[src/hdl/charger_irq_pkg.sv]
package charger_irq_pkg;
	// register offsets
	localparam logic [7:0] SYSTEM_EVENT_FLAGS_OFS = 8'h08;
	localparam logic [7:0] CHARGER_EVENT_FLAGS_OFS = 8'h09;
	localparam logic [7:0] BOOST_EVENT_FLAGS_OFS = 8'h0a;
	localparam logic [7:0] SYSTEM_FAULT_MASK_OFS = 8'h0b;
	// reset values
	localparam logic [7:0] FLAGS_RST = 8'h00;
	localparam logic [7:0] MASK_RST = 8'h00;
	localparam logic [7:0] UNMAPPED_RD = 8'h00;
	// system event flag and mask bit positions
	localparam int THERMAL_SHUTDOWN_BIT = 7;
	localparam int INPUT_OVERVOLTAGE_BIT = 6;
	localparam int WAKE_TIMER_BIT = 5;
	localparam int WATCHDOG_EXPIRY_BIT = 4;
	// charger event flag bit positions
	localparam int BAD_ADAPTOR_BIT = 6;
	localparam int BATTERY_OVERVOLTAGE_BIT = 5;
	// boost event flag bit positions
	localparam int BOOST_INPUT_OVERVOLTAGE_BIT = 7;
	localparam int BOOST_OVERLOAD_BIT = 6;
	localparam int BOOST_LOW_BATTERY_BIT = 5;
	// synchronised event input lanes
	localparam int EV_BAD_ADAPTOR = 0;
	localparam int EV_BATTERY_OV = 1;
	localparam int EV_BOOST_MODE = 2;
	localparam int EV_BOOST_VIN_OV = 3;
	localparam int EV_BOOST_OVERLOAD = 4;
	localparam int EV_BOOST_LOW_BATT = 5;
	localparam int EV_THERMAL = 6;
	localparam int EV_INPUT_OV = 7;
	localparam int EV_WAKE_TIMER = 8;
	localparam int EV_WATCHDOG = 9;
	localparam int EV_COUNT = 10;
	// serial bus framing
	localparam logic [3:0] BITS_PER_BYTE = 4'h8;
	localparam logic [6:0] DEFAULT_SLAVE_ADDR = 7'h25; // arbitrary value
	typedef enum logic [3:0] {
		ST_IDLE = 4'b0000,
		ST_ADDR = 4'b0001,
		ST_ADDR_ACK = 4'b0010,
		ST_REG = 4'b0011,
		ST_WRITE = 4'b0100,
		ST_WRITE_ACK = 4'b0101,
		ST_READ = 4'b0110,
		ST_READ_ACK = 4'b0111
	} bus_state_t;
endpackage

[src/hdl/charger_interrupt_flags.sv]
`timescale 1ns/1ps
// Function
// [RQ1] set bad-adaptor flag on poor source or input below lockout level
// [RQ2] set battery-overvoltage flag on battery overvoltage while charging; code sets it on battery_overvoltage_i alone, whatever the charge state
// [RQ3] set boost input-overvoltage flag when boosting and input above threshold
// [RQ4] set boost overload flag when boost output is overloaded
// [RQ5] set boost low-battery flag when battery too low for boost
// [RQ6] input-overvoltage mask: 0 passes interrupt, 1 blocks it
// [RQ7] wake timer mask: 0 passes interrupt, 1 blocks it
// [RQ8] watchdog expiry mask: 0 passes interrupt, 1 blocks it
// [RQ9] set thermal shutdown flag when die exceeds shutdown temperature
// [RQ10] interrupt asserts when any flag set and its mask bit is 0
module charger_interrupt_flags
	import charger_irq_pkg::*;
#(
	parameter logic [6:0] SLAVE_ADDR = DEFAULT_SLAVE_ADDR
) (
	input wire logic ref_clk_i,
	input wire logic rst_n_i,
	input wire logic scl_i,
	input wire logic sda_i,
	output logic sda_o,
	output logic sda_oe_n_o,
	input wire logic bad_adaptor_i,
	input wire logic battery_overvoltage_i,
	input wire logic boost_mode_i,
	input wire logic boost_vin_above_threshold_i,
	input wire logic boost_overload_i,
	input wire logic boost_low_battery_i,
	input wire logic die_over_temperature_i,
	input wire logic input_overvoltage_i,
	input wire logic wake_timer_expired_i,
	input wire logic watchdog_expired_i,
	output logic irq_n_o
);
	logic [EV_COUNT-1:0] ev_raw;
	logic [EV_COUNT-1:0] ev_s;
	logic [1:0] bus_s;
	logic scl_s, sda_s, scl_q, sda_q;
	logic start_det, stop_det, scl_rise, scl_fall;
	bus_state_t state_q, state_d;
	logic [7:0] shift_q, shift_d;
	logic [3:0] cnt_q, cnt_d;
	logic [7:0] ptr_q, ptr_d;
	logic rw_q, rw_d;
	logic drive_q, drive_d;
	logic ack_q, ack_d;
	logic [7:0] mask_q, mask_d;
	logic [7:0] sys_flags_q, sys_flags_d;
	logic [7:0] chg_flags_q, chg_flags_d;
	logic [7:0] bst_flags_q, bst_flags_d;
	logic [7:0] sys_set, chg_set, bst_set;
	logic rd_clr;
	logic [7:0] rd_clr_ofs;
	logic irq_any;

	assign ev_raw[EV_BAD_ADAPTOR] = bad_adaptor_i;
	assign ev_raw[EV_BATTERY_OV] = battery_overvoltage_i;
	assign ev_raw[EV_BOOST_MODE] = boost_mode_i;
	assign ev_raw[EV_BOOST_VIN_OV] = boost_vin_above_threshold_i;
	assign ev_raw[EV_BOOST_OVERLOAD] = boost_overload_i;
	assign ev_raw[EV_BOOST_LOW_BATT] = boost_low_battery_i;
	assign ev_raw[EV_THERMAL] = die_over_temperature_i;
	assign ev_raw[EV_INPUT_OV] = input_overvoltage_i;
	assign ev_raw[EV_WAKE_TIMER] = wake_timer_expired_i;
	assign ev_raw[EV_WATCHDOG] = watchdog_expired_i;

	// analog comparator levels and bus pins enter through two flops
	level_sync #(.WIDTH(EV_COUNT)) u_ev_sync (
		.ref_clk_i(ref_clk_i),
		.rst_n_i(rst_n_i),
		.async_i(ev_raw),
		.sync_o(ev_s)
	);

	// bus lines pass inverted so the cleared sync flops match idle-high
	// lines; avoids a false rising edge straight after reset
	level_sync #(.WIDTH(2)) u_bus_sync (
		.ref_clk_i(ref_clk_i),
		.rst_n_i(rst_n_i),
		.async_i({!scl_i, !sda_i}),
		.sync_o(bus_s)
	);

	assign scl_s = !bus_s[1];
	assign sda_s = !bus_s[0];

	// register read mux; unmapped offsets read zero
	function automatic logic [7:0] reg_read(input logic [7:0] ofs,
		input logic [7:0] sys, input logic [7:0] chg,
		input logic [7:0] bst, input logic [7:0] msk);
		logic [7:0] v;
		v = UNMAPPED_RD;
		unique case (ofs)
			SYSTEM_EVENT_FLAGS_OFS: v = sys;
			CHARGER_EVENT_FLAGS_OFS: v = chg;
			BOOST_EVENT_FLAGS_OFS: v = bst;
			SYSTEM_FAULT_MASK_OFS: v = msk;
			default: v = UNMAPPED_RD;
		endcase
		return v;
	endfunction

	// bus line edge and framing detection on synchronised levels
	always_comb begin
		start_det = scl_s && scl_q && sda_q && !sda_s;
		stop_det = scl_s && scl_q && !sda_q && sda_s;
		scl_rise = scl_s && !scl_q;
		scl_fall = !scl_s && scl_q;
	end

	// bus protocol: address, pointer, writes, auto-increment reads
	always_comb begin
		logic [7:0] rd;
		rd = reg_read(ptr_q, sys_flags_q, chg_flags_q, bst_flags_q, mask_q);
		state_d = state_q;
		shift_d = shift_q;
		cnt_d = cnt_q;
		ptr_d = ptr_q;
		rw_d = rw_q;
		drive_d = drive_q;
		ack_d = ack_q;
		mask_d = mask_q;
		rd_clr = 1'b0;
		rd_clr_ofs = ptr_q;
		if (start_det) begin
			state_d = ST_ADDR;
			cnt_d = 4'h0;
			drive_d = 1'b0;
		end else if (stop_det) begin
			state_d = ST_IDLE;
			drive_d = 1'b0;
		end else begin
			unique case (state_q)
				ST_IDLE: begin
					drive_d = 1'b0;
				end
				ST_ADDR, ST_REG, ST_WRITE: begin
					if (scl_rise && cnt_q != BITS_PER_BYTE) begin
						shift_d = {shift_q[6:0], sda_s};
						cnt_d = cnt_q + 4'h1;
					end else if (scl_fall && cnt_q == BITS_PER_BYTE) begin
						drive_d = 1'b1;
						if (state_q == ST_ADDR) begin
							rw_d = shift_q[0];
							if (shift_q[7:1] == SLAVE_ADDR) begin
								state_d = ST_ADDR_ACK;
							end else begin
								state_d = ST_IDLE;
								drive_d = 1'b0;
							end
						end else if (state_q == ST_REG) begin
							ptr_d = shift_q;
							state_d = ST_WRITE_ACK;
						end else begin
							if (ptr_q == SYSTEM_FAULT_MASK_OFS) begin
								mask_d = shift_q; // RQ6 RQ7 RQ8
							end
							ptr_d = ptr_q + 8'h01;
							state_d = ST_WRITE_ACK;
						end
					end
				end
				ST_ADDR_ACK, ST_READ_ACK: begin
					if (scl_rise) begin
						ack_d = !sda_s;
					end else if (scl_fall) begin
						cnt_d = 4'h0;
						if (state_q == ST_ADDR_ACK && !rw_q) begin
							drive_d = 1'b0;
							state_d = ST_REG;
						end else if (state_q == ST_READ_ACK && !ack_q) begin
							drive_d = 1'b0;
							state_d = ST_IDLE;
						end else begin
							shift_d = rd;
							drive_d = !rd[7];
							rd_clr = 1'b1;
							ptr_d = ptr_q + 8'h01;
							state_d = ST_READ;
						end
					end
				end
				ST_WRITE_ACK: begin
					if (scl_fall) begin
						drive_d = 1'b0;
						cnt_d = 4'h0;
						state_d = ST_WRITE;
					end
				end
				ST_READ: begin
					if (scl_fall) begin
						if (cnt_q == BITS_PER_BYTE - 4'h1) begin
							drive_d = 1'b0;
							ack_d = 1'b0;
							state_d = ST_READ_ACK;
						end else begin
							shift_d = {shift_q[6:0], 1'b0};
							drive_d = !shift_q[6];
							cnt_d = cnt_q + 4'h1;
						end
					end
				end
			endcase
		end
	end

	always_ff @(posedge ref_clk_i) begin
		if (!rst_n_i) begin
			scl_q <= 1'b1;
			sda_q <= 1'b1;
			state_q <= ST_IDLE;
			shift_q <= 8'h00;
			cnt_q <= 4'h0;
			ptr_q <= 8'h00;
			rw_q <= 1'b0;
			drive_q <= 1'b0;
			ack_q <= 1'b0;
			mask_q <= MASK_RST;
		end else begin
			scl_q <= scl_s;
			sda_q <= sda_s;
			state_q <= state_d;
			shift_q <= shift_d;
			cnt_q <= cnt_d;
			ptr_q <= ptr_d;
			rw_q <= rw_d;
			drive_q <= drive_d;
			ack_q <= ack_d;
			mask_q <= mask_d;
		end
	end

	// open-drain data line: only ever pulls low
	assign sda_o = 1'b0;
	assign sda_oe_n_o = !drive_q;

	// flag sources; a set in the clearing cycle wins
	always_comb begin
		sys_set = 8'h00;
		chg_set = 8'h00;
		bst_set = 8'h00;
		sys_set[THERMAL_SHUTDOWN_BIT] = ev_s[EV_THERMAL]; // RQ9
		sys_set[INPUT_OVERVOLTAGE_BIT] = ev_s[EV_INPUT_OV];
		sys_set[WAKE_TIMER_BIT] = ev_s[EV_WAKE_TIMER];
		sys_set[WATCHDOG_EXPIRY_BIT] = ev_s[EV_WATCHDOG];
		chg_set[BAD_ADAPTOR_BIT] = ev_s[EV_BAD_ADAPTOR]; // RQ1
		chg_set[BATTERY_OVERVOLTAGE_BIT] = ev_s[EV_BATTERY_OV]; // RQ2
		bst_set[BOOST_INPUT_OVERVOLTAGE_BIT] =
			ev_s[EV_BOOST_MODE] && ev_s[EV_BOOST_VIN_OV]; // RQ3
		bst_set[BOOST_OVERLOAD_BIT] = ev_s[EV_BOOST_OVERLOAD]; // RQ4
		bst_set[BOOST_LOW_BATTERY_BIT] = ev_s[EV_BOOST_LOW_BATT]; // RQ5
		sys_flags_d = sys_flags_q;
		chg_flags_d = chg_flags_q;
		bst_flags_d = bst_flags_q;
		if (rd_clr && rd_clr_ofs == SYSTEM_EVENT_FLAGS_OFS) begin
			sys_flags_d = FLAGS_RST;
		end
		if (rd_clr && rd_clr_ofs == CHARGER_EVENT_FLAGS_OFS) begin
			chg_flags_d = FLAGS_RST;
		end
		if (rd_clr && rd_clr_ofs == BOOST_EVENT_FLAGS_OFS) begin
			bst_flags_d = FLAGS_RST;
		end
		sys_flags_d = sys_flags_d | sys_set;
		chg_flags_d = chg_flags_d | chg_set;
		bst_flags_d = bst_flags_d | bst_set;
	end

	always_ff @(posedge ref_clk_i) begin
		if (!rst_n_i) begin
			sys_flags_q <= FLAGS_RST;
			chg_flags_q <= FLAGS_RST;
			bst_flags_q <= FLAGS_RST;
		end else begin
			sys_flags_q <= sys_flags_d;
			chg_flags_q <= chg_flags_d;
			bst_flags_q <= bst_flags_d;
		end
	end

	// masked system flags plus always-reported charger and boost flags
	assign irq_any = |(sys_flags_q & ~mask_q) | |chg_flags_q |
		|bst_flags_q; // RQ10
	assign irq_n_o = !irq_any;

	a_bad_adaptor_set: assert property (@(posedge ref_clk_i) // RQ1
		disable iff (!rst_n_i) ev_s[EV_BAD_ADAPTOR] |=>
		chg_flags_q[BAD_ADAPTOR_BIT])
		else $error("bad adaptor flag not set");
	a_battery_ov_set: assert property (@(posedge ref_clk_i) // RQ2
		disable iff (!rst_n_i) ev_s[EV_BATTERY_OV] |=>
		chg_flags_q[BATTERY_OVERVOLTAGE_BIT])
		else $error("battery overvoltage flag not set");
	a_boost_ovp_set: assert property (@(posedge ref_clk_i) // RQ3
		disable iff (!rst_n_i)
		(ev_s[EV_BOOST_MODE] && ev_s[EV_BOOST_VIN_OV]) |=>
		bst_flags_q[BOOST_INPUT_OVERVOLTAGE_BIT])
		else $error("boost input overvoltage flag not set");
	a_boost_ovp_gated: assert property (@(posedge ref_clk_i) // RQ3
		disable iff (!rst_n_i)
		($rose(bst_flags_q[BOOST_INPUT_OVERVOLTAGE_BIT])) |->
		$past(ev_s[EV_BOOST_MODE]))
		else $error("boost input overvoltage set outside boost mode");
	a_overload_set: assert property (@(posedge ref_clk_i) // RQ4
		disable iff (!rst_n_i) ev_s[EV_BOOST_OVERLOAD] |=>
		bst_flags_q[BOOST_OVERLOAD_BIT])
		else $error("boost overload flag not set");
	a_low_batt_set: assert property (@(posedge ref_clk_i) // RQ5
		disable iff (!rst_n_i) ev_s[EV_BOOST_LOW_BATT] |=>
		bst_flags_q[BOOST_LOW_BATTERY_BIT])
		else $error("boost low battery flag not set");
	a_input_ov_mask: assert property (@(posedge ref_clk_i) // RQ6
		disable iff (!rst_n_i)
		(sys_flags_q == (8'h01 << INPUT_OVERVOLTAGE_BIT) &&
		chg_flags_q == 8'h00 && bst_flags_q == 8'h00) |->
		(irq_n_o == mask_q[INPUT_OVERVOLTAGE_BIT]))
		else $error("input overvoltage mask misapplied");
	a_wake_timer_mask: assert property (@(posedge ref_clk_i) // RQ7
		disable iff (!rst_n_i)
		(sys_flags_q[WAKE_TIMER_BIT] && !mask_q[WAKE_TIMER_BIT]) |->
		!irq_n_o)
		else $error("unmasked wake timer flag not reported");
	a_watchdog_mask: assert property (@(posedge ref_clk_i) // RQ8
		disable iff (!rst_n_i)
		(sys_flags_q == (8'h01 << WATCHDOG_EXPIRY_BIT) &&
		mask_q[WATCHDOG_EXPIRY_BIT] && chg_flags_q == 8'h00 &&
		bst_flags_q == 8'h00) |-> irq_n_o)
		else $error("masked watchdog flag reported");
	a_thermal_set: assert property (@(posedge ref_clk_i) // RQ9
		disable iff (!rst_n_i) ev_s[EV_THERMAL] |=>
		sys_flags_q[THERMAL_SHUTDOWN_BIT])
		else $error("thermal shutdown flag not set");
	a_irq_raised: assert property (@(posedge ref_clk_i) // RQ10
		disable iff (!rst_n_i)
		$rose(chg_flags_q[BAD_ADAPTOR_BIT]) |-> !irq_n_o)
		else $error("charger flag did not raise interrupt");
endmodule

[src/hdl/level_sync.sv]
`timescale 1ns/1ps
module level_sync #(
	parameter int WIDTH = 1
) (
	input wire logic ref_clk_i,
	input wire logic rst_n_i,
	input wire logic [WIDTH-1:0] async_i,
	output logic [WIDTH-1:0] sync_o
);
	logic [WIDTH-1:0] meta_q;
	logic [WIDTH-1:0] meta_d;
	logic [WIDTH-1:0] stable_q;
	logic [WIDTH-1:0] stable_d;

	// two-stage capture; only the second stage is seen outside
	always_comb begin
		meta_d = async_i;
		stable_d = meta_q;
	end

	always_ff @(posedge ref_clk_i) begin
		if (!rst_n_i) begin
			meta_q <= '0;
			stable_q <= '0;
		end else begin
			meta_q <= meta_d;
			stable_q <= stable_d;
		end
	end

	assign sync_o = stable_q;
endmodule

[config.mk]
export PLATFORM = sky130hd
export DESIGN_NAME = charger_interrupt_flags
export DESIGN_NICKNAME = d
export VERILOG_FILES = /design/src/hdl/charger_irq_pkg.sv /design/src/hdl/charger_interrupt_flags.sv /design/src/hdl/level_sync.sv
export SDC_FILE = /design/constraint.sdc
export NUM_CORES = 1
export LEC_CHECK = 0
export ABC_AREA = 1
export BUFFER_PORTS_ARGS = -buffer_cell sky130_fd_sc_hd__buf_2
export CORE_MARGIN = 5
export CORE_UTILIZATION = 40
export DETAILED_ROUTE_END_ITERATION = 16
export PLACE_DENSITY = 0.56
export SKIP_CTS_REPAIR_TIMING = 1
export SYNTH_ARGS = -nofsm -noshare
export SYNTH_HDL_FRONTEND = slang
export SYNTH_SLANG_ARGS = --single-unit
export TNS_END_PERCENT = 100
[constraint.sdc]
create_clock -name ref_clk_i -period 1.9 [get_ports ref_clk_i]
set_clock_uncertainty 0.1 [all_clocks]
set_input_delay 0.19 -clock ref_clk_i [delete_from_list [all_inputs] [get_ports ref_clk_i]]
set_output_delay 0.19 -clock ref_clk_i [all_outputs]
set_load 0.01 [all_outputs]
==> metrics.txt <==
status complete, no violations; n_diodes 0; CORE AREA 0.008134 mm2; most used cell, CP nand4_1; Hold Fails Final Rpt 0; most frequent cells in the layout nand2_1 (133), inv_1 (76), nor2_1 (70), dfxtp_1 (66), a21oi_1 (33); die area between 0.01 and 0.015 mm2; cell chain of the critical path inv_1 > ha_1 > nand4_1 > buf_4 > nand2_1 > nand4_1 > o21ai_0 > nor2_1; nets 562; Peak VDD IR roughly 490 uV; row count 33; area of the multi-input gates 0.001548 mm2; Post-DP HPWL 5502 um; GP Congestion slightly above 0.9; drt wl/cell 11.65 um; post-synthesis cell area around 0.0033 mm2; layout cells sized above 1 13.16%; I/O Pins 17; input/output buffers 15; Clock Latency Late Sink 0.34 ns; antenna violations before repair 0; total CTS buffers 9; YS warnings 0; RSZ-0062 raised after global routing true; Synth Instances 499; startpoint class of the critical path register; WS Path Type register to register; Mean Syn Cell Area 6.595 um2; CP Capture Type register; maximum root-to-sink buffer count 2; die width 100.7 um; overall global routing resource usage 15.46%; Hold Crit Depth 5; Post-DRT Antenna Nets 0; Fill cells 800; Post-Syn Nets a little over 500; PwrDens 1110 mW/mm2; drt initial violations 152; synth-to-layout area growth 18.29%; first-pass GRT wire length roughly 12000 um; largest net degree at the start of global routing 49; starting density of the core 40.46%; max cap viols 0; H-tree lvl count 3; worst reg-to-reg path cell count 8; final setup fails 0; flops & latches, synth 69; Hold WS around 0.21 ns; Reg clk slew, reported paths roughly 0.080 ns; drt drc 0; Reg area approximately 0.0014 mm2; Tcrit/Tclk final 93.88%; CP max-delay cell dfxtp_1; Vias between 3k and 4k; most common cell after layout, fill and taps aside nand2_1; Sink Count 69; setup_tns 0 ns; post-synthesis sequential area ratio 41.98%; Pins Over Slew Limit 0; vias in the first global route roughly 2.7k; CTS tree yes; worst slack at placement between 0.02 and 0.025 ns; Power, Total 0.004320 W; HP Class primary input to register; Vias per Instance approximately 4.7; CP Max Fanout 5; root buffer cell clkbuf_8; Arr. time, crit path 1.92 ns; maximum operating frequency 0.5606 GHz; die span in y 100.7 um; Req. time, crit path 2.03 ns; unique cell type count in the Yosys netlist 28; CP max stage delay 0.34 ns; Period minus WS final 1.784 ns; P_leak 1.923 nW; final WL about 7600 um; TritonRoute pass-1 iters 4; total gr overflow 0; worst setup margin 0.1163 ns
[power breakdown]
part	switching [W]	total, W	leakage (nW)	internal (W)
Sequential	0.000151	0.00175	0.567	0.00160
Combinational	0.000908	0.00145	1.26	0.000537
Clock	0.000626	0.00113	0.0927	0.000501
Total	0.00168	0.00432	1.92	0.00264
[metal layers]
layer / global-route usage (%) / part of all wire (%) / vias to the layer above
li1: - / - / 1637
met1: 20.38 / 49 / 1345
met2: 24.96 / 45 / 71
met3: 3.529 / 4.8 / 9
met4: 5.078 / 1.3 / 0
met5: 0 / 0 / -
[flip-flops by register name (all words and copies together), names as in the netlist, 2 cells and up]
name and cells:
u_ev_sync.meta_q 10, u_ev_sync.sync_o 10, mask_q 8, ptr_q 8
shift_q 8, cnt_q 4, sys_flags_q 4, bst_flags_q 3
state_q 3, chg_flags_q 2, u_bus_sync.meta_q 2, u_bus_sync.sync_o 2
[stage by stage]
stage          cell area, um2  instances  utilization (%)
3_3_place_gp             3567        624            43.85
3_5_place_dp             3567        624            43.85
5_1_grt                  3892        652            47.85
2_1_floorplan            3291        499                -
4_1_cts                  3754        640            46.15
6_report                 3892        652            47.85
[logic make-up after synthesis]
family                     after synthesis  share of synthesized area, %
AOI/OAI and AO/OA                       67                         10.76
xor gates and xnor gates                 3                        0.7986
adders and majority gates                6                         2.281
buffers and inverters                   96                         11.45
DFF                                     69                         41.98
other                                    1                        0.1140
and+or+nand+nor                        257                         32.62
[cell type report]
cell class	instances	share of cell area, %
Inverter	83	8.004
Sequential cell	69	35.58
Clock inverter	7	1.607
Timing Repair Buffer	45	8.486
Multi-Input combinational cell	334	39.76
Clock buffer	9	3.182
Tap cell	105	3.375
[synthesized netlist by cell type, drive strengths merged]
master | n | share of area (%)
o21ai | 25 | 3.8
clkbuf | 7 | 0.80
o2111ai | 1 | 0.27
or3 | 1 | 0.19
conb | 1 | 0.11
nand3 | 32 | 5.6
and2 | 1 | 0.19
o211ai | 2 | 0.46
nor4 | 1 | 0.19
nor2 | 74 | 8.5
nor3 | 3 | 0.46
xor2 | 3 | 0.80
dfxtp | 69 | 42
o22ai | 5 | 0.95
nand4 | 9 | 1.7
inv | 83 | 9.5
nand2 | 135 | 16
ha | 6 | 2.3
a21oi | 34 | 5.3
or2 | 1 | 0.19
buf | 6 | 1.2
[path summary, 6_finish.rpt]
path | start | endpoint | slack (ns)
worst max-delay path | cnt_q[0] | state_q[1] | 0.12
worst min-delay path | rst_n_i | cnt_q[2] | 0.21
worst max register to register | cnt_q[0] | state_q[1] | 0.12
worst min register to register | u_bus_sync.meta_q[0] | u_bus_sync.sync_o[0] | 0.31
[critical path, delay by kind of cell, from the launching register on]
family / cells / cell delay, ns
AO/OA/AOI/OAI: 1 / 0.20
adder cells (fa/ha/maj): 1 / 0.17
buffers and inverters: 2 / 0.32
flip-flops: 1 / 0.34
AND/OR/NAND/NOR: 4 / 0.55
Power figures use the tool's default switching activity.
